<file path="config.mk">
export PLATFORM = sky130hd
export DESIGN_NAME = video_output_cfg
export DESIGN_NICKNAME = d
export VERILOG_FILES = /design/src/logic/video_cfg_pkg.sv /design/src/logic/video_output_cfg.sv /design/src/logic/loopthrough_mux.sv
export SDC_FILE = /design/constraint.sdc
export NUM_CORES = 1
export LEC_CHECK = 0
export ABC_CLOCK_PERIOD_IN_PS = 1700
export BUFFER_PORTS_ARGS = -buffer_cell sky130_fd_sc_hd__buf_2
export CORE_MARGIN = 3
export CORE_UTILIZATION = 42
export CTS_BUF_LIST = sky130_fd_sc_hd__clkbuf_8
export DETAILED_ROUTE_END_ITERATION = 7
export PLACE_DENSITY = 0.78
export SYNTH_ARGS = -nofsm -noshare
export SYNTH_HDL_FRONTEND = slang
export SYNTH_SLANG_ARGS = --single-unit
</file>
<file path="constraint.sdc">
create_clock -name aclk -period 1.7 [get_ports aclk]
set_clock_uncertainty 0.05 [all_clocks]
set_input_delay 0.17 -clock aclk [delete_from_list [all_inputs] [get_ports aclk]]
set_output_delay 0.17 -clock aclk [all_outputs]
set_load 0.05 [all_outputs]
</file>
<file path="src/logic/video_cfg_pkg.sv">
// Package of offsets, fields, reset values and carrier types for the video output config bank.
`default_nettype none

package video_cfg_pkg;

	// ****************************************************************
	// Register offsets. Some printed offsets are not multiples of four,
	// so each is an index and the byte address is four times it.
	// ****************************************************************
	localparam logic [7:0] IDX_TRANSMIT_MODE  = 8'h49;
	localparam logic [7:0] IDX_SWING_CONTROL  = 8'h4B;
	localparam logic [7:0] IDX_LOOP_SEL_A     = 8'h52;
	localparam logic [7:0] IDX_LOOP_ENABLE    = 8'h56;
	localparam logic [7:0] IDX_LOOP_SEL_B     = 8'h57;
	localparam int         ADDR_W             = 12;

	// ****************************************************************
	// Field positions.
	// ****************************************************************
	localparam int MAP_STRAP_BIT    = 7;
	localparam int MAP_OVERRIDE_BIT = 6;
	localparam int MAP_REG_BIT      = 5;
	localparam int OUT_MODE_LSB     = 0;
	localparam int SWING_LSB        = 0;
	localparam int PORT_SEL_A_BIT   = 7;
	localparam int DRIVER_EN_BIT    = 3;
	localparam int PORT_SEL_B_LSB   = 1;

	// ****************************************************************
	// Reset values and encodings.
	// ****************************************************************
	localparam logic       OVERRIDE_RST  = 1'h0;
	localparam logic       MAP_REG_RST   = 1'h0;
	localparam logic [1:0] SWING_RST     = 2'h0;
	localparam logic       SEL_A_RST     = 1'h0;
	localparam logic       DRIVER_EN_RST = 1'h0;
	localparam logic [1:0] SEL_B_RST     = 2'h0;
	localparam logic [1:0] SEL_B_PORT0   = 2'h1;
	localparam logic [1:0] SEL_B_PORT1   = 2'h2;
	localparam logic [1:0] RESP_OKAY     = 2'h0;
	localparam logic [1:0] RESP_SLVERR   = 2'h2;

	typedef enum logic [1:0] {
		MODE_DUAL,
		MODE_DUAL_SWAP,
		MODE_SINGLE,
		MODE_REPLICATE
	} video_output_mode_t;

	// Steering bundle towards the transmit and loop-through datapaths.
	typedef struct packed {
		video_output_mode_t video_output_mode;
		logic               colour_map_sel;
		logic [1:0]         output_swing_setting;
		logic               loopthrough_driver_en;
		logic               loopthrough_from_one;
	} video_ctrl_t;

endpackage

`default_nettype wire

</file>
<file path="src/logic/video_output_cfg.sv">
// AXI4-Lite register bank for video output mode, swing and loop-through steering.
// Behaviour
// - Bit 7 reads sampled strap level
// - Bit 6 override enable, resets zero
// - Bit 5 gives colour mapping when overridden
// - Output mode field decodes four modes
// - Output mode loaded from strap on first cycle after reset release
// - Two-bit swing setting, resets zero
// - Enable bit gates loop-through driver
`timescale 1ns/100ps
`default_nettype none

module video_output_cfg
(
	input  wire logic                       aclk,
	input  wire logic                       aresetn,
	input  wire logic [11:0]                s_axi_awaddr,
	input  wire logic                       s_axi_awvalid,
	output var  logic                       s_axi_awready,
	input  wire logic [31:0]                s_axi_wdata,
	input  wire logic [3:0]                 s_axi_wstrb,
	input  wire logic                       s_axi_wvalid,
	output var  logic                       s_axi_wready,
	output var  logic [1:0]                 s_axi_bresp,
	output var  logic                       s_axi_bvalid,
	input  wire logic                       s_axi_bready,
	input  wire logic [11:0]                s_axi_araddr,
	input  wire logic                       s_axi_arvalid,
	output var  logic                       s_axi_arready,
	output var  logic [31:0]                s_axi_rdata,
	output var  logic [1:0]                 s_axi_rresp,
	output var  logic                       s_axi_rvalid,
	input  wire logic                       s_axi_rready,
	input  wire logic                       strap_select_pin,
	input  wire logic [1:0]                 strap_mode_pins,
	input  wire logic                       receive_input_zero,
	input  wire logic                       receive_input_one,
	output var  video_cfg_pkg::video_ctrl_t video_ctrl,
	output var  logic                       loopthrough_output
);

	// ****************************************************************
	// Register state.
	// ****************************************************************
	logic                              strap_r,     strap_nxt;
	logic                              ovr_r,       ovr_nxt;
	logic                              mapreg_r,    mapreg_nxt;
	video_cfg_pkg::video_output_mode_t mode_r,      mode_nxt;
	logic [1:0]                        swing_r,     swing_nxt;
	logic                              sela_r,      sela_nxt;
	logic                              drv_r,       drv_nxt;
	logic [1:0]                        selb_r,      selb_nxt;
	logic                              load_r,      load_nxt;
	video_cfg_pkg::video_ctrl_t        ctrl_r,      ctrl_nxt;

	// ****************************************************************
	// Bus channel state.
	// ****************************************************************
	logic        aw_have_r, aw_have_nxt;
	logic [9:0]  aw_idx_r,  aw_idx_nxt;
	logic        w_have_r,  w_have_nxt;
	logic [7:0]  w_data_r,  w_data_nxt;
	logic        w_lane_r,  w_lane_nxt;
	logic        bvalid_r,  bvalid_nxt;
	logic [1:0]  bresp_r,   bresp_nxt;
	logic        rvalid_r,  rvalid_nxt;
	logic [31:0] rdata_r,   rdata_nxt;
	logic [1:0]  rresp_r,   rresp_nxt;
	logic        awready_r, awready_nxt;
	logic        wready_r,  wready_nxt;
	logic        arready_r, arready_nxt;
	logic        loop_act;

	// Read value and hit flag of one register index.
	function automatic logic [8:0] read_reg(input logic [9:0] idx,
	                                        input logic s, input logic o, input logic m,
	                                        input logic [1:0] md, input logic [1:0] sw,
	                                        input logic a, input logic d, input logic [1:0] b);
		logic [7:0] v;
		logic       hit;
		v   = 8'h00;
		hit = 1'b1;
		unique case (idx)
			{2'h0, video_cfg_pkg::IDX_TRANSMIT_MODE}:
			begin
				v[video_cfg_pkg::MAP_STRAP_BIT]    = s;
				v[video_cfg_pkg::MAP_OVERRIDE_BIT] = o;
				v[video_cfg_pkg::MAP_REG_BIT]      = m;
				v[video_cfg_pkg::OUT_MODE_LSB +: 2] = md;
			end
			{2'h0, video_cfg_pkg::IDX_SWING_CONTROL}:
				v[video_cfg_pkg::SWING_LSB +: 2] = sw;
			{2'h0, video_cfg_pkg::IDX_LOOP_SEL_A}:
				v[video_cfg_pkg::PORT_SEL_A_BIT] = a;
			{2'h0, video_cfg_pkg::IDX_LOOP_ENABLE}:
				v[video_cfg_pkg::DRIVER_EN_BIT] = d;
			{2'h0, video_cfg_pkg::IDX_LOOP_SEL_B}:
				v[video_cfg_pkg::PORT_SEL_B_LSB +: 2] = b;
			default:
				hit = 1'b0;
		endcase
		return {hit, v};
	endfunction

	// ****************************************************************
	// Write path: address and data are taken in either order, held
	// until both are present, then applied and answered together.
	// ****************************************************************
	always_comb
	begin
		logic       do_wr;
		logic [8:0] probe;
		do_wr       = 1'b0;
		probe       = 9'h000;
		aw_have_nxt = aw_have_r;
		aw_idx_nxt  = aw_idx_r;
		w_have_nxt  = w_have_r;
		w_data_nxt  = w_data_r;
		w_lane_nxt  = w_lane_r;
		bvalid_nxt  = bvalid_r;
		bresp_nxt   = bresp_r;
		ovr_nxt     = ovr_r;
		mapreg_nxt  = mapreg_r;
		mode_nxt    = mode_r;
		swing_nxt   = swing_r;
		sela_nxt    = sela_r;
		drv_nxt     = drv_r;
		selb_nxt    = selb_r;
		if (s_axi_awvalid && !aw_have_r && !bvalid_r)
		begin
			aw_have_nxt = 1'b1;
			aw_idx_nxt  = s_axi_awaddr[11:2];
		end
		if (s_axi_wvalid && !w_have_r && !bvalid_r)
		begin
			w_have_nxt = 1'b1;
			w_data_nxt = s_axi_wdata[7:0];
			w_lane_nxt = s_axi_wstrb[0];
		end
		if (bvalid_r && s_axi_bready)
			bvalid_nxt = 1'b0;
		if (aw_have_r && w_have_r && !bvalid_r)
		begin
			do_wr       = w_lane_r;
			aw_have_nxt = 1'b0;
			w_have_nxt  = 1'b0;
			bvalid_nxt  = 1'b1;
			probe = read_reg(aw_idx_r, 1'b0, 1'b0, 1'b0, 2'h0, 2'h0, 1'b0, 1'b0, 2'h0);
			bresp_nxt = probe[8] ? video_cfg_pkg::RESP_OKAY : video_cfg_pkg::RESP_SLVERR;
		end
		// Only the defined fields take write data; other bits are dropped.
		if (do_wr)
		begin
			unique case (aw_idx_r)
				{2'h0, video_cfg_pkg::IDX_TRANSMIT_MODE}:
				begin
					ovr_nxt    = w_data_r[video_cfg_pkg::MAP_OVERRIDE_BIT];
					mapreg_nxt = w_data_r[video_cfg_pkg::MAP_REG_BIT];
					mode_nxt   = video_cfg_pkg::video_output_mode_t'(
					             w_data_r[video_cfg_pkg::OUT_MODE_LSB +: 2]);
				end
				{2'h0, video_cfg_pkg::IDX_SWING_CONTROL}:
					swing_nxt = w_data_r[video_cfg_pkg::SWING_LSB +: 2];
				{2'h0, video_cfg_pkg::IDX_LOOP_SEL_A}:
					sela_nxt = w_data_r[video_cfg_pkg::PORT_SEL_A_BIT];
				{2'h0, video_cfg_pkg::IDX_LOOP_ENABLE}:
					drv_nxt = w_data_r[video_cfg_pkg::DRIVER_EN_BIT];
				{2'h0, video_cfg_pkg::IDX_LOOP_SEL_B}:
					selb_nxt = w_data_r[video_cfg_pkg::PORT_SEL_B_LSB +: 2];
				default:
					ovr_nxt = ovr_r;
			endcase
		end
		// Readies are registered from the next slot state, so the pins come
		// straight from flops yet open in the same cycle as before.
		awready_nxt = !aw_have_nxt && !bvalid_nxt;
		wready_nxt  = !w_have_nxt && !bvalid_nxt;
		// The strap is caught on the first clocked cycle after reset release,
		// since a reset flop may only take a constant.
		load_nxt  = 1'b0;
		strap_nxt = strap_r;
		if (load_r)
		begin
			strap_nxt = strap_select_pin;
			mode_nxt  = video_cfg_pkg::video_output_mode_t'(strap_mode_pins);
		end
	end

	// ****************************************************************
	// Read path: one read at a time, answered the cycle after acceptance.
	// ****************************************************************
	always_comb
	begin
		logic [8:0] rd;
		rd         = read_reg(s_axi_araddr[11:2], strap_r, ovr_r, mapreg_r, mode_r,
		                      swing_r, sela_r, drv_r, selb_r);
		rvalid_nxt = rvalid_r;
		rdata_nxt  = rdata_r;
		rresp_nxt  = rresp_r;
		if (rvalid_r && s_axi_rready)
			rvalid_nxt = 1'b0;
		if (s_axi_arvalid && !rvalid_r)
		begin
			rvalid_nxt = 1'b1;
			rdata_nxt  = {24'h000000, rd[7:0]};
			rresp_nxt  = rd[8] ? video_cfg_pkg::RESP_OKAY : video_cfg_pkg::RESP_SLVERR;
		end
		arready_nxt = !rvalid_nxt;
	end

	// Steering outputs towards the datapath, registered.
	always_comb
	begin
		ctrl_nxt.video_output_mode     = mode_r;
		ctrl_nxt.colour_map_sel        = ovr_r ? mapreg_r : strap_r;
		ctrl_nxt.output_swing_setting  = swing_r;
		ctrl_nxt.loopthrough_driver_en = loop_act;
		ctrl_nxt.loopthrough_from_one  = sela_r;
	end

	// All state registers; reset values are constants only.
	always_ff @(posedge aclk)
	begin
		if (!aresetn)
		begin
			strap_r   <= 1'b0;
			load_r    <= 1'b1;
			ovr_r     <= video_cfg_pkg::OVERRIDE_RST;
			mapreg_r  <= video_cfg_pkg::MAP_REG_RST;
			mode_r    <= video_cfg_pkg::MODE_DUAL;
			swing_r   <= video_cfg_pkg::SWING_RST;
			sela_r    <= video_cfg_pkg::SEL_A_RST;
			drv_r     <= video_cfg_pkg::DRIVER_EN_RST;
			selb_r    <= video_cfg_pkg::SEL_B_RST;
			ctrl_r    <= '0;
			aw_have_r <= 1'b0;
			aw_idx_r  <= 10'h000;
			w_have_r  <= 1'b0;
			w_data_r  <= 8'h00;
			w_lane_r  <= 1'b0;
			bvalid_r  <= 1'b0;
			bresp_r   <= video_cfg_pkg::RESP_OKAY;
			rvalid_r  <= 1'b0;
			rdata_r   <= 32'h00000000;
			rresp_r   <= video_cfg_pkg::RESP_OKAY;
			awready_r <= 1'b1;
			wready_r  <= 1'b1;
			arready_r <= 1'b1;
		end
		else
		begin
			strap_r   <= strap_nxt;
			load_r    <= load_nxt;
			ovr_r     <= ovr_nxt;
			mapreg_r  <= mapreg_nxt;
			mode_r    <= mode_nxt;
			swing_r   <= swing_nxt;
			sela_r    <= sela_nxt;
			drv_r     <= drv_nxt;
			selb_r    <= selb_nxt;
			ctrl_r    <= ctrl_nxt;
			aw_have_r <= aw_have_nxt;
			aw_idx_r  <= aw_idx_nxt;
			w_have_r  <= w_have_nxt;
			w_data_r  <= w_data_nxt;
			w_lane_r  <= w_lane_nxt;
			bvalid_r  <= bvalid_nxt;
			bresp_r   <= bresp_nxt;
			rvalid_r  <= rvalid_nxt;
			rdata_r   <= rdata_nxt;
			rresp_r   <= rresp_nxt;
			awready_r <= awready_nxt;
			wready_r  <= wready_nxt;
			arready_r <= arready_nxt;
		end
	end

	// ****************************************************************
	// Loop-through selector.
	// ****************************************************************
	loopthrough_mux u_loop
	(
		.aclk               (aclk),
		.aresetn            (aresetn),
		.driver_en          (drv_r),
		.port_sel_a         (sela_r),
		.port_sel_b         (selb_r),
		.receive_input_zero (receive_input_zero),
		.receive_input_one  (receive_input_one),
		.loopthrough_output (loopthrough_output),
		.loopthrough_active (loop_act)
	);

	// Ready is high when a channel slot is free and, for writes, no response is pending; every pin is a flop output.
	assign s_axi_awready = awready_r;
	assign s_axi_wready  = wready_r;
	assign s_axi_bvalid  = bvalid_r;
	assign s_axi_bresp   = bresp_r;
	assign s_axi_arready = arready_r;
	assign s_axi_rvalid  = rvalid_r;
	assign s_axi_rdata   = rdata_r;
	assign s_axi_rresp   = rresp_r;
	assign video_ctrl    = ctrl_r;

endmodule

`default_nettype wire

</file>
<file path="src/logic/loopthrough_mux.sv">
// Loop-through source selector that re-emits one receive port's recovered data.
`timescale 1ns/100ps
`default_nettype none

module loopthrough_mux
(
	input  wire logic       aclk,
	input  wire logic       aresetn,
	input  wire logic       driver_en,
	input  wire logic       port_sel_a,
	input  wire logic [1:0] port_sel_b,
	input  wire logic       receive_input_zero,
	input  wire logic       receive_input_one,
	output var  logic       loopthrough_output,
	output var  logic       loopthrough_active
);

	logic out_r;
	logic out_nxt;
	logic act_r;
	logic act_nxt;

	// Port choice follows select A; select B only gates with its legal codes.
	// A mismatch between the two fields is software's fault and is not repaired here.
	always_comb
	begin
		act_nxt = 1'b0;
		out_nxt = 1'b0;
		if (driver_en)
		begin
			unique case (port_sel_b)
				video_cfg_pkg::SEL_B_PORT0,
				video_cfg_pkg::SEL_B_PORT1:
				begin
					act_nxt = 1'b1;
					out_nxt = port_sel_a ? receive_input_one
					                     : receive_input_zero;
				end
				default:
				begin
					act_nxt = 1'b0;
					out_nxt = 1'b0;
				end
			endcase
		end
	end

	// Output and activity registers; idle low after reset.
	always_ff @(posedge aclk)
	begin
		if (!aresetn)
		begin
			out_r <= 1'b0;
			act_r <= 1'b0;
		end
		else
		begin
			out_r <= out_nxt;
			act_r <= act_nxt;
		end
	end

	assign loopthrough_output = out_r;
	assign loopthrough_active = act_r;

endmodule

`default_nettype wire

</file>
* Word level (Yosys, flattened, before mapping)
Index checks and enable logic that the tools add are counted.
** Cells by class
- Add/sub/neg operators :: 0
- Multiply operators :: 0
- Divide/modulo/power cells :: 0
- $lt $le $gt $ge :: 0
- Equal/unequal tests :: 12
- Shift operators :: 0
- Muxes and demuxes :: 27
- Bitwise logic cells :: 0
- Reductions and logical operators :: 32
** Operators by type and width (count)
- equality test 10 x 7 -> 1 bit, second input constant :: 10
- two-way mux 1 bit :: 18
- AND reduction 2 bit :: 7
- two-way mux 2 bit :: 6
- logical AND 1 bit :: 11
- OR reduction 5 bit :: 2
- zero test 1 bit :: 8
- case mux 1 bit (2 select lines) :: 2
- nonzero test 2 bit :: 2
- case mux 1 bit (3 select lines) :: 1
- AND reduction 3 bit :: 1
- equality test 2 x 1 -> 1 bit, second input constant :: 1
- equality test 2 bit, second input constant :: 1
- OR reduction 2 bit :: 1
** Storage, ports and cells
- Register bits after elaboration :: 58
- Latch bits :: 0
- RAM bits :: 0
- Memory bits (read-only) :: 0
- Bits of input ports :: 72
- Output and inout port bits :: 49
- Logic and storage cells :: 100
- Memories :: 0

* Logic depth before layout (Yosys ltp)
Gate-level depths: netlist (run 1).
- Depth in word-level cells :: 7
- Mapped depth :: 5
- Gate-level depth less buffers :: 4

* By module
From an unflattened synthesis (run 1), not the netlist that was laid out.
** Unflattened totals
- Cells, all modules :: 261
- Area total of the unflattened synthesis :: 2367.3 um2
** By module, submodules not included
- video_output_cfg :: times used 1, cells each 255, area each 2292.2 um2
- loopthrough_mux :: times used 1, cells each 6, area each 75.1 um2

* Least setup slack after synthesis (run 1)
Ideal clock, no wire load.
- Path type :: register to register
- Start point :: register bvalid_r, in the netlist s_axi_bvalid
- End point :: register drv_r
- Library setup time :: 71 ps
- Arrival :: 1845 ps
- Required time :: 1579 ps
- Setup slack :: -265 ps
- Stages on the path, launching flop included :: 6
- Cell sequence :: dfxtp_1 -> nand3b_1 -> or3_1 -> buf_2 -> or3_1 -> a21oi_1
** Between the ends
- Longest elaborated chain between the ends :: 4
** RTL lines
- from (decl) :: RTL line video_output_cfg.sv:64 : logic bvalid_r, bvalid_nxt;
- from (signal assigned) :: RTL line video_output_cfg.sv:267 : bvalid_r <= bvalid_nxt;
- zero test 1 bit :: RTL line video_output_cfg.sv:142 : if (aw_have_r && w_have_r && !bvalid_r)
- logical AND 1 bit :: RTL line video_output_cfg.sv:142
- two-way mux 1 bit :: RTL line video_output_cfg.sv:142
- AND reduction 2 bit (no line)
- to (signal assigned) :: RTL line video_output_cfg.sv:233 : drv_r <= video_cfg_pkg::DRIVER_EN_RST;
- to (signal assigned) :: RTL line video_output_cfg.sv:259 : drv_r <= drv_nxt;
- to (decl) :: RTL line video_output_cfg.sv:51 : logic drv_r, drv_nxt;
Every way passes these cells.
A chain may end at the register's enable or synchronous reset.

* Worst setup path in the final report (run 1)
- Start point :: register aw_idx_r[5]
- End point :: register sela_r
** Between the ends
- Longest elaborated chain between the ends :: 2
** RTL lines
- from (decl) :: RTL line video_output_cfg.sv:60 : logic [9:0] aw_idx_r, aw_idx_nxt;
- from (signal assigned) :: RTL line video_output_cfg.sv:263 : aw_idx_r <= aw_idx_nxt;
- equality test 10 x 7 -> 1 bit :: RTL line video_output_cfg.sv:154 : unique case (aw_idx_r)
- AND reduction 2 bit (no line)
- to (signal assigned) :: RTL line video_output_cfg.sv:232 : sela_r <= video_cfg_pkg::SEL_A_RST;
- to (signal assigned) :: RTL line video_output_cfg.sv:258 : sela_r <= sela_nxt;
- to (decl) :: RTL line video_output_cfg.sv:50 : logic sela_r, sela_nxt;
Every way passes these cells.

==> metrics.txt, run 1 <==
routability congestion estimate 0.822; EDFF count, synth 0; vias in the first global route 1,788; Simple-Gate Fraction of Synth Area around 25%; die width between 80 and 90 µm; critical path data required time approximately 1.9 ns; Critical Path Start Type flip-flop; first-pass GRT wire length slightly below 8 mm; Max Fclk between 500 and 600 MHz; min-delay worst type input pin to flip-flop; share of post-route cells with drive strength above 1 between 30 and 40%; critical path capture point type flip-flop; antenna-violating nets left 0; main combinational cell family by area after synthesis simple AND/OR/NAND/NOR gates; share of the synthesized area in the top cell type 46.7%; M2 GR Usage 25.6%; initial antenna violation count 0; initial DRC count 64; fin worst setup slack -0.00526 ns; top-count cell post-synth dfxtp_1; Setup violations, final 1; routed vias/inst 4.70; Layout Cell Area excl Fill 2850 µm²; Worst-path clk slew ~0.1 ns; Post-synth top flop dfxtp_1; root buffer cell clkbuf_8; sequential-to-total area share from yosys stat 46.7%; drt drc 0; Inserted Clock Buffers 5; failing checks negative setup slack; Area Overhead vs Synth 21.0%; fin util a little over half; Post-DP Area ~2700 µm²; full die area 6540 µm²; Synth Area in Compound Gates under 10%; IO Pins roughly 120; Site Rows 26; asr flop ratio synth 0%; post-DP HPWL 3.85 mm; Cells after Synth 267; largest net degree at the start of global routing 34; fin. max-slew vios 0; fin crit share 100%; Max clock buf depth 2; Mapped Area roughly 2400 µm²; multi-input logic area 1110 µm²; Synth cell types 40; clock sinks between 50 and 60; Post-Route WL around 4.9 mm; htree depth 2; max cap viols 0; worst vdd ir around 0.00038 V; total power about 2.5 mW; latest clock arrival within the worst-skew pair 0.31 ns; Final nets 410; FF+latch area around 1100 µm²; Vias roughly 1,900; WL per Instance 12.1 µm; Initial Util ~45%; Leak 1.24 nW; synth top area cells dfxtp_1 47%, buf_4 8.6%, mux2i_1 5.9%; xor and xnor area share after synthesis less than 1%; worst-path fanout max 4; CTS tree built; # fillers 507; final hold viol count 0; top cells by count, synth 55 x dfxtp_1, 29 x nand2_1, 27 x a21oi_1, 27 x buf_4, 21 x nor2_1; outcome complete, but fails checks; GR Util met3 under 10%; Setup TNS -0.00526 ns; core area 5270 µm²; RSZ-0062 raised after global routing yes; min cycle time layout about 1.7 ns; setup slack at placement -0.0983 ns; Total GRT Usage about 15%; Post-Synth Adder-Cell Area 0%; Worst EP arrival between 1.5 and 2 ns; gr ovfl total 0; #FFs+latches synth between 50 and 60; Pre-antenna DRT Iters 4; gr busiest metal met2; chip height between 80 and 90 µm; critical path type flip-flop to flip-flop; port bufs 61; mux contribution to synthesized area 6.90%; met1 usage 18.6%; area leader, netlist dfxtp_1; Synth warnings 0; Pwr Density between 800 and 900 nW/µm²; ANT cells 0; Mean Syn Cell Area 8.82 µm²
[kinds of logic (layout without fill, tap and decap cells)]
logic type,Yosys count,in the layout
compound gates,40,40
xor+xnor,1,1
buf+inv,48,94
flops,55,55
mux,16,16
other cells,1,27
simple gates,106,106
[state kept, by name (all words and copies together) (netlist names), 2 cells and up]
| signal | cells |
|---|---|
| video_ctrl | 7 |
| s_axi_rdata | 7 |
| selb_r | 2 |
| w_data_r | 7 |
| swing_r | 2 |
| mode_r | 2 |
| aw_idx_r | 10 |
[per-stage QoR]
step	std cells	hold WS [ns]
floorplan	293	0.242
global placement	400	0.352
detailed placement	400	0.365
CTS	409	0.0340
global route	409	0.0280
finish	409	0.0320
[final cells by class]
| class | instances | share of cell area [%] |
|---|---|---|
| multi-input cells | 190 | 39.1 |
| flip-flops and latches | 55 | 38.9 |
| repair buffers | 75 | 14.5 |
| well taps | 70 | 3.07 |
| clock buffers | 5 | 2.41 |
| inverters | 11 | 1.45 |
| clock inverters | 3 | 0.571 |
[worst max-delay path: stages, from the launching register on]
cell and delay, ns:
dfxtp_2 0.33, or3b_4 0.43, or3_4 0.36, or3_4 0.37, a21oi_2 0.11
[repair_timing]
item,CTS,global route
hold buffers,0,0
resized for setup,6,11
cloned,0,0
endpoints found under the setup margin,5,10
pin swaps,3,2
setup buffers,1,0
[where the power goes]
group          switching [mW]  total (mW)  internal (mW)
registers              0.0393        1.39           1.35
clock network           0.411       0.694          0.283
logic                   0.334       0.464          0.130
total                   0.784        2.54           1.76
[per-layer routing]
metal  up-vias  routed length [µm]
met1       873                2190
li1        990                   -
met3         4                 271
met4         0                  36
met2        56                2450
met5         -                   0
[layout by cell type (no fill, tap or decap), types with 6 or more instances in the layout]
master	count
inv_1	11
nor2_1	21
buf_4	13
buf_2	61
mux2i_1	14
nand2_1	29
conb_1	27
dfxtp_1	51
a21oi_1	26
and2_1	8
nand3_1	6
[worst paths after layout]
| kind | from | endpoint | slack [ns] | cells after the start |
|---|---|---|---|---|
| setup / recovery | aw_idx_r[5] | sela_r | -0.005 | 4 |
| hold / removal | s_axi_awaddr[8] | aw_idx_r[6] | 0.03 | 3 |
| setup reg to reg | aw_idx_r[5] | sela_r | -0.005 | 4 |
| hold reg to reg | u_loop.loopthrough_active | video_ctrl[1] | 0.40 | 1 |
Power figures use the tool's default switching activity.
==> run 2: changes to the inputs <==
Settings changed: ABC_AREA set to 1, CORE_UTILIZATION 42 to 43.
==> metrics.txt, run 2 <==
outcome complete, no violations (was complete, but fails checks); commonest non-fill, non-tap cell in the layout buf_2 (unchanged); initial DRC count 142 (was 64); Pre-antenna DRT Iters 4 (unchanged); Max Fclk 792 MHz (was 586 MHz); EDFF count, synth 0 (unchanged); clock sinks 55 (unchanged); Biggest register aw_idx_r (unchanged); antenna-violating nets left 0 (unchanged); sequential share of power 52.4% (was 54.5%); FF-to-FF setup slack 0.44 ns (was -0.005 ns); post-DP HPWL 3.95 mm (was 3.85 mm); min-delay worst type input pin to flip-flop (unchanged); Area Overhead vs Synth 13.4% (was 21.0%); sequential-to-total area share from yosys stat 43.0% (was 46.7%); Worst EP arrival 1.42 ns (was 1.91 ns); Final nets 477 (was 410); Mapped Area 2560 µm² (was 2360 µm²); die width 83.2 µm (was 80.9 µm); combinational share of power 20.3% (was 18.2%); drt drc 0 (unchanged); Inserted Clock Buffers 5 (unchanged); P_sw 0.913 mW (was 0.784 mW); # fillers 565 (was 507); most frequent cells in the layout 61 x buf_2, 55 x nor2_1, 55 x dfxtp_1 (was 61 x buf_2, 51 x dfxtp_1, 29 x nand2_1); port bufs 61 (unchanged); min cycle time layout 1.26 ns (was 1.71 ns); fin util 51.5% (was 54.1%); latest clock arrival within the worst-skew pair 0.31 ns (about the same); root buffer cell clkbuf_8 (unchanged); max cap viols 0 (unchanged); Setup violations, final 0 (was 1); fin crit share 74.3% (was 100%); Synth cell types 28 (was 40); Post-CTS Setup Bufs 0 (was 1); Largest register FFs 10 (unchanged); Cells after Synth 343 (was 267); Critical Path Start Type flip-flop (unchanged); core area 5640 µm² (was 5270 µm²); htree depth 2 (unchanged); initial antenna violation count 0 (unchanged); Max clock buf depth 2 (unchanged); IO Pins 121 (unchanged); critical path data required time 1.86 ns (was 1.90 ns); Clk pwr share 27.3% (about the same); Worst-path clk slew 0.10 ns (about the same); WL per Instance 10.5 µm (was 12.1 µm); first-pass GRT wire length 8.65 mm (was 7.78 mm); Site Rows 27 (was 26); #FFs+latches synth 55 (unchanged); top cells by count, synth 55 x dfxtp_1, 55 x nor2_1, 44 x nand2_1, 43 x inv_1, 32 x o21ai_0 (was 55 x dfxtp_1, 29 x nand2_1, 27 x a21oi_1, 27 x buf_4, 21 x nor2_1); Total GRT Usage 14.9% (was 15.2%); full die area 6920 µm² (was 6540 µm²); worst-path fanout max 8 (was 4); Pwr Density 935 nW/µm² (was 893 nW/µm²); CTS tree built (unchanged); Leak 1.48 nW (was 1.24 nW); final hold viol count 0 (unchanged); critical path type flip-flop to flip-flop (unchanged); Vias 2,151 (was 1,923); Setup TNS 0 ns (was -0.00526 ns); Sw Ratio 33.6% (was 30.8%); RSZ-0062 raised after global routing no (was yes); routed vias/inst 4.50 (was 4.70); gr ovfl total 0 (unchanged); Hold Buf Count CTS 0 (unchanged); fin. max-slew vios 0 (unchanged); share of post-route cells with drive strength above 1 22.7% (was 30.7%); PostCTS Resize Cnt 0 (was 6); asr flop ratio synth 0% (unchanged); synth top area cells dfxtp_1 43%, buf_4 8.2%, nor2_1 8.1% (was dfxtp_1 47%, buf_4 8.6%, mux2i_1 5.9%); ANT cells 0 (unchanged); worst vdd ir 0.000423 V (was 0.000379 V); vias in the first global route 2,012 (was 1,788); routability congestion estimate 0.764 (was 0.822); share of the synthesized area in the top cell type 43.0% (was 46.7%); area leader, netlist dfxtp_1 (unchanged); critical path capture point type flip-flop (unchanged); Pint 1.80 mW (was 1.76 mW); Synth warnings 0 (unchanged); Mean Syn Cell Area 7.47 µm² (was 8.82 µm²); Initial Util 45.4% (was 44.7%); chip height 83.2 µm (was 80.9 µm); Post-synth top flop dfxtp_1 (unchanged); Post-Route WL 5.02 mm (was 4.95 mm); largest net degree at the start of global routing 28 (was 34)
## run 2: cell types whose count changed after synthesis, moves of 5 or more
cell      previous run  this run
nand2_1             29        44
o21ai_0              9        32
nor2_2               0         6
and2_1               8         0
nor2_1              21        55
nand3_1              6        23
inv_1               10        43
mux2i_1             14         1
a21oi_1             27        20
clkbuf_1             7         2
## run 2: layout make-up
| type | instances | area (µm²) | area share, % |
|---|---|---|---|
| Clock buffer | 5 | 68.8 | 2.37 |
| Sequential cell | 55 | 1100 | 37.9 |
| Timing Repair Buffer | 64 | 328 | 11.3 |
| Tap cell | 72 | 90.1 | 3.10 |
| Inverter | 45 | 169 | 5.81 |
| Clock inverter | 3 | 22.5 | 0.775 |
| Multi-Input combinational cell | 234 | 1130 | 38.8 |
## run 2: worst max-delay path, stage by stage, from the launching register on
cell	delay (ns)
dfxtp_1	0.34
nor2_2	0.18
nand3_1	0.13
nand3b_4	0.22
a21oi_1	0.17
nor2_1	0.06
## run 2: metrics by stage
step | cells | cell area (µm²) | hold WS (ns) | power [mW] | setup slack, ns
finish | 478 | 2910 | 0.0421 | 2.72 | 0.438
global route | 478 | 2910 | 0.0408 | 2.87 | 0.230
CTS | 478 | 2910 | 0.0374 | 2.75 | 0.425
detailed placement | 470 | 2810 | 0.360 | 2.01 | 0.475
global placement | 470 | 2810 | 0.344 | 1.99 | 0.480
floorplan | 369 | 2660 | 0.210 | 1.94 | 0.306
## run 2: power groups by stage
stage                     logic [mW]  clock network [mW]  registers (mW)
after floorplan                0.391                   0            1.55
after global placement         0.543                   0            1.45
after detailed placement       0.552                   0            1.45
after CTS                      0.554               0.770            1.43
after global routing           0.607               0.828            1.44
final                          0.552               0.741            1.42
## run 2: cell families (layout without fill, tap and decap cells)
logic type,after synthesis,in the layout,share of synthesized area [%]
flip-flops,55,55,43.0
other,1,27,0.146
AND/OR/NAND/NOR,150,150,28.4
buffers and inverters,80,117,16.9
AO/OA/AOI/OAI,56,56,11.2
multiplexers,1,1,0.391
## run 2: path summary, 6_finish.rpt
check | start | end | cells after the start
max | aw_idx_r[9] | mode_r[1] | 5
max reg2reg | aw_idx_r[9] | mode_r[1] | 5
min | strap_select_pin | strap_r | 3
min reg2reg | u_loop.loopthrough_active | video_ctrl[1] | 2
## run 2: layer usage
layer / part of all wire [%] / vias up / GRT usage, %
li1: - / 1159 / -
met2: 48 / 56 / 25.8
met4: 0.68 / 0 / 4.01
met5: 0 / - / 0
met1: 46 / 932 / 18.5
met3: 5.2 / 4 / 3.47
==> run 3: changes to the inputs <==
Settings changed: ABC_CLOCK_PERIOD_IN_PS 1700 to 1050.
Clock period 1.7 ns to 1.05 ns, I/O delays scaled along.
==> metrics.txt, run 3 (same netlist as run 2, synthesis figures left out) <==
outcome complete, but fails checks (was complete, no violations); failing checks negative hold slack, negative setup slack; core area 5640 µm² (unchanged); total power 4.92 mW (was 2.72 mW); Inserted Clock Buffers 5 (unchanged); CTS tree built (unchanged); final hold viol count 1 (was 0); Setup violations, final 31 (was 0); Pre-antenna DRT Iters 4 (unchanged); IO Pins 121 (unchanged); post-DP HPWL 4.28 mm (was 3.95 mm); Hold WS -0.00517 ns (was 0.0421 ns); clock sinks 55 (unchanged); Critical Path Start Type flip-flop (unchanged); max cap viols 0 (unchanged); Crit-path slowest cell dfxtp_4 (was dfxtp_1); fin. max-slew vios 0 (unchanged); root buffer cell clkbuf_8 (unchanged); min cycle time layout 1.22 ns (was 1.26 ns); critical path data required time 1.22 ns (was 1.86 ns); Site Rows 27 (unchanged); worst vdd ir 0.00112 V (was 0.000423 V); ANT cells 0 (unchanged); crit-path cells inv_6, nand3_4, nor2_8, nand3b_4, a21oi_2, nor2_1 (was nor2_2, nand3_1, nand3b_4, a21oi_1, nor2_1); fin worst setup slack -0.169 ns (was 0.438 ns); Worst-path clk slew 0.10 ns (about the same); initial antenna violation count 0 (unchanged); # fillers 456 (was 565); Total GRT Usage 16.2% (was 14.9%); min-delay worst type input pin to flip-flop (unchanged); max incr delay on CP 0.37 ns (was 0.34 ns); RSZ-0062 raised after global routing yes (was no); Layout Cell Area excl Fill 3650 µm² (was 2910 µm²); first-pass GRT wire length 9.38 mm (was 8.65 mm); share of post-route cells with drive strength above 1 42.3% (was 22.7%); vias in the first global route 2,146 (was 2,012); antenna-violating nets left 0 (unchanged); critical path capture point type flip-flop (unchanged); routed vias/inst 4.70 (was 4.50); Post-DP Area 3010 µm² (was 2810 µm²); die width 83.2 µm (unchanged); GR Util met3 3.87% (was 3.47%); met1 usage 19.8% (was 18.5%); Final nets 515 (was 477); Area Overhead vs Synth 42.5% (was 13.4%); Leak 1.74 nW (was 1.48 nW); routability congestion estimate 0.814 (was 0.764); critical path type flip-flop to flip-flop (unchanged); Bufs and invs on worst path 1 (was 0); M2 GR Usage 28.1% (was 25.8%); Max clock buf depth 2 (unchanged); Vias 2,426 (was 2,151); largest net degree at the start of global routing 32 (was 28); latest clock arrival within the worst-skew pair 0.32 ns (was 0.31 ns); Post-Route WL 6.67 mm (was 5.02 mm); Largest register FFs 10 (unchanged); htree depth 2 (unchanged); initial DRC count 162 (was 142); fin crit share 116% (was 74.3%); gr ovfl total 0 (unchanged); Pwr Density 1350 nW/µm² (was 935 nW/µm²); chip height 83.2 µm (unchanged); most frequent cells in the layout 45 x nor2_1, 43 x dfxtp_1, 42 x nand2_1 (was 61 x buf_2, 55 x nor2_1, 55 x dfxtp_1); drt drc 0 (unchanged); Worst path top cell family by delay simple AND/OR/NAND/NOR gates (unchanged); WL per Instance 12.9 µm (was 10.5 µm); full die area 6920 µm² (unchanged); worst-path fanout max 8 (unchanged); Max Fclk 820 MHz (was 792 MHz); Initial Util 45.4% (unchanged); Worst EP arrival 1.39 ns (was 1.42 ns); Biggest register aw_idx_r (unchanged); gr busiest metal met2 (unchanged); commonest non-fill, non-tap cell in the layout nor2_1 (was buf_2); port bufs 61 (unchanged)
run 3: stage by stage:
step           instances  hold WS (ns)  setup TNS [ns]  setup WS, ns  utilization [%]
4_1_cts              505       -0.0149           -2.14        -0.157             57.3
3_5_place_dp         491         0.303           -2.41        -0.171             53.4
3_3_place_gp         491         0.292           -1.34        -0.101             53.4
6_report             516      -0.00517           -2.19        -0.169             64.7
2_1_floorplan        369         0.145           -2.10        -0.140                -
5_1_grt              516       0.00266           -3.73        -0.215             64.7
run 3: metal layers:
layer / share of wire (%) / up-vias
met5: 0 / -
li1: - / 1238
met2: 52 / 74
met1: 41 / 1103
met4: 1.6 / 0
met3: 5.4 / 11
run 3: repair_timing:
action,CTS,global route
buffers inserted,1,5
cloned,0,2
hold endpoints to repair,6,4
endpoints found under the setup margin,41,52
hold buffers,5,4
gates resized for setup,29,123
pin swaps,2,21
run 3: area by class of cell:
class                   instances  area, µm²  share of cell area, %
clock buffers                   6       82.6                   2.26
clock inverters                 2       12.5                  0.343
inverters                      45        191                   5.24
multi-input cells             234       1370                   37.6
flip-flops and latches         55       1120                   30.8
well taps                      72       90.1                   2.47
repair buffers                102        778                   21.3
run 3: where the power goes:
part	internal [mW]	switching, mW	leakage [nW]
clock	0.533	0.704	0.0526
sequential	2.23	0.117	0.457
combinational	0.472	0.866	1.23
run 3: worst paths after layout:
| path | startpoint | endpoint | slack [ns] | depth (start not counted) |
|---|---|---|---|---|
| max reg2reg | s_axi_bvalid | mode_r[0] | -0.17 | 6 |
| max | s_axi_bvalid | mode_r[0] | -0.17 | 6 |
| min reg2reg | u_loop.loopthrough_active | video_ctrl[1] | 0.38 | 2 |
| min | s_axi_awaddr[5] | aw_idx_r[3] | -0.005 | 3 |
run 3: worst reg2reg max path, cell delays in order, from the launching register on:
cell      delay (ns)
dfxtp_4         0.37
inv_6           0.08
nand3_4         0.09
nor2_8          0.16
nand3b_4        0.16
a21oi_2         0.16
nor2_1          0.05
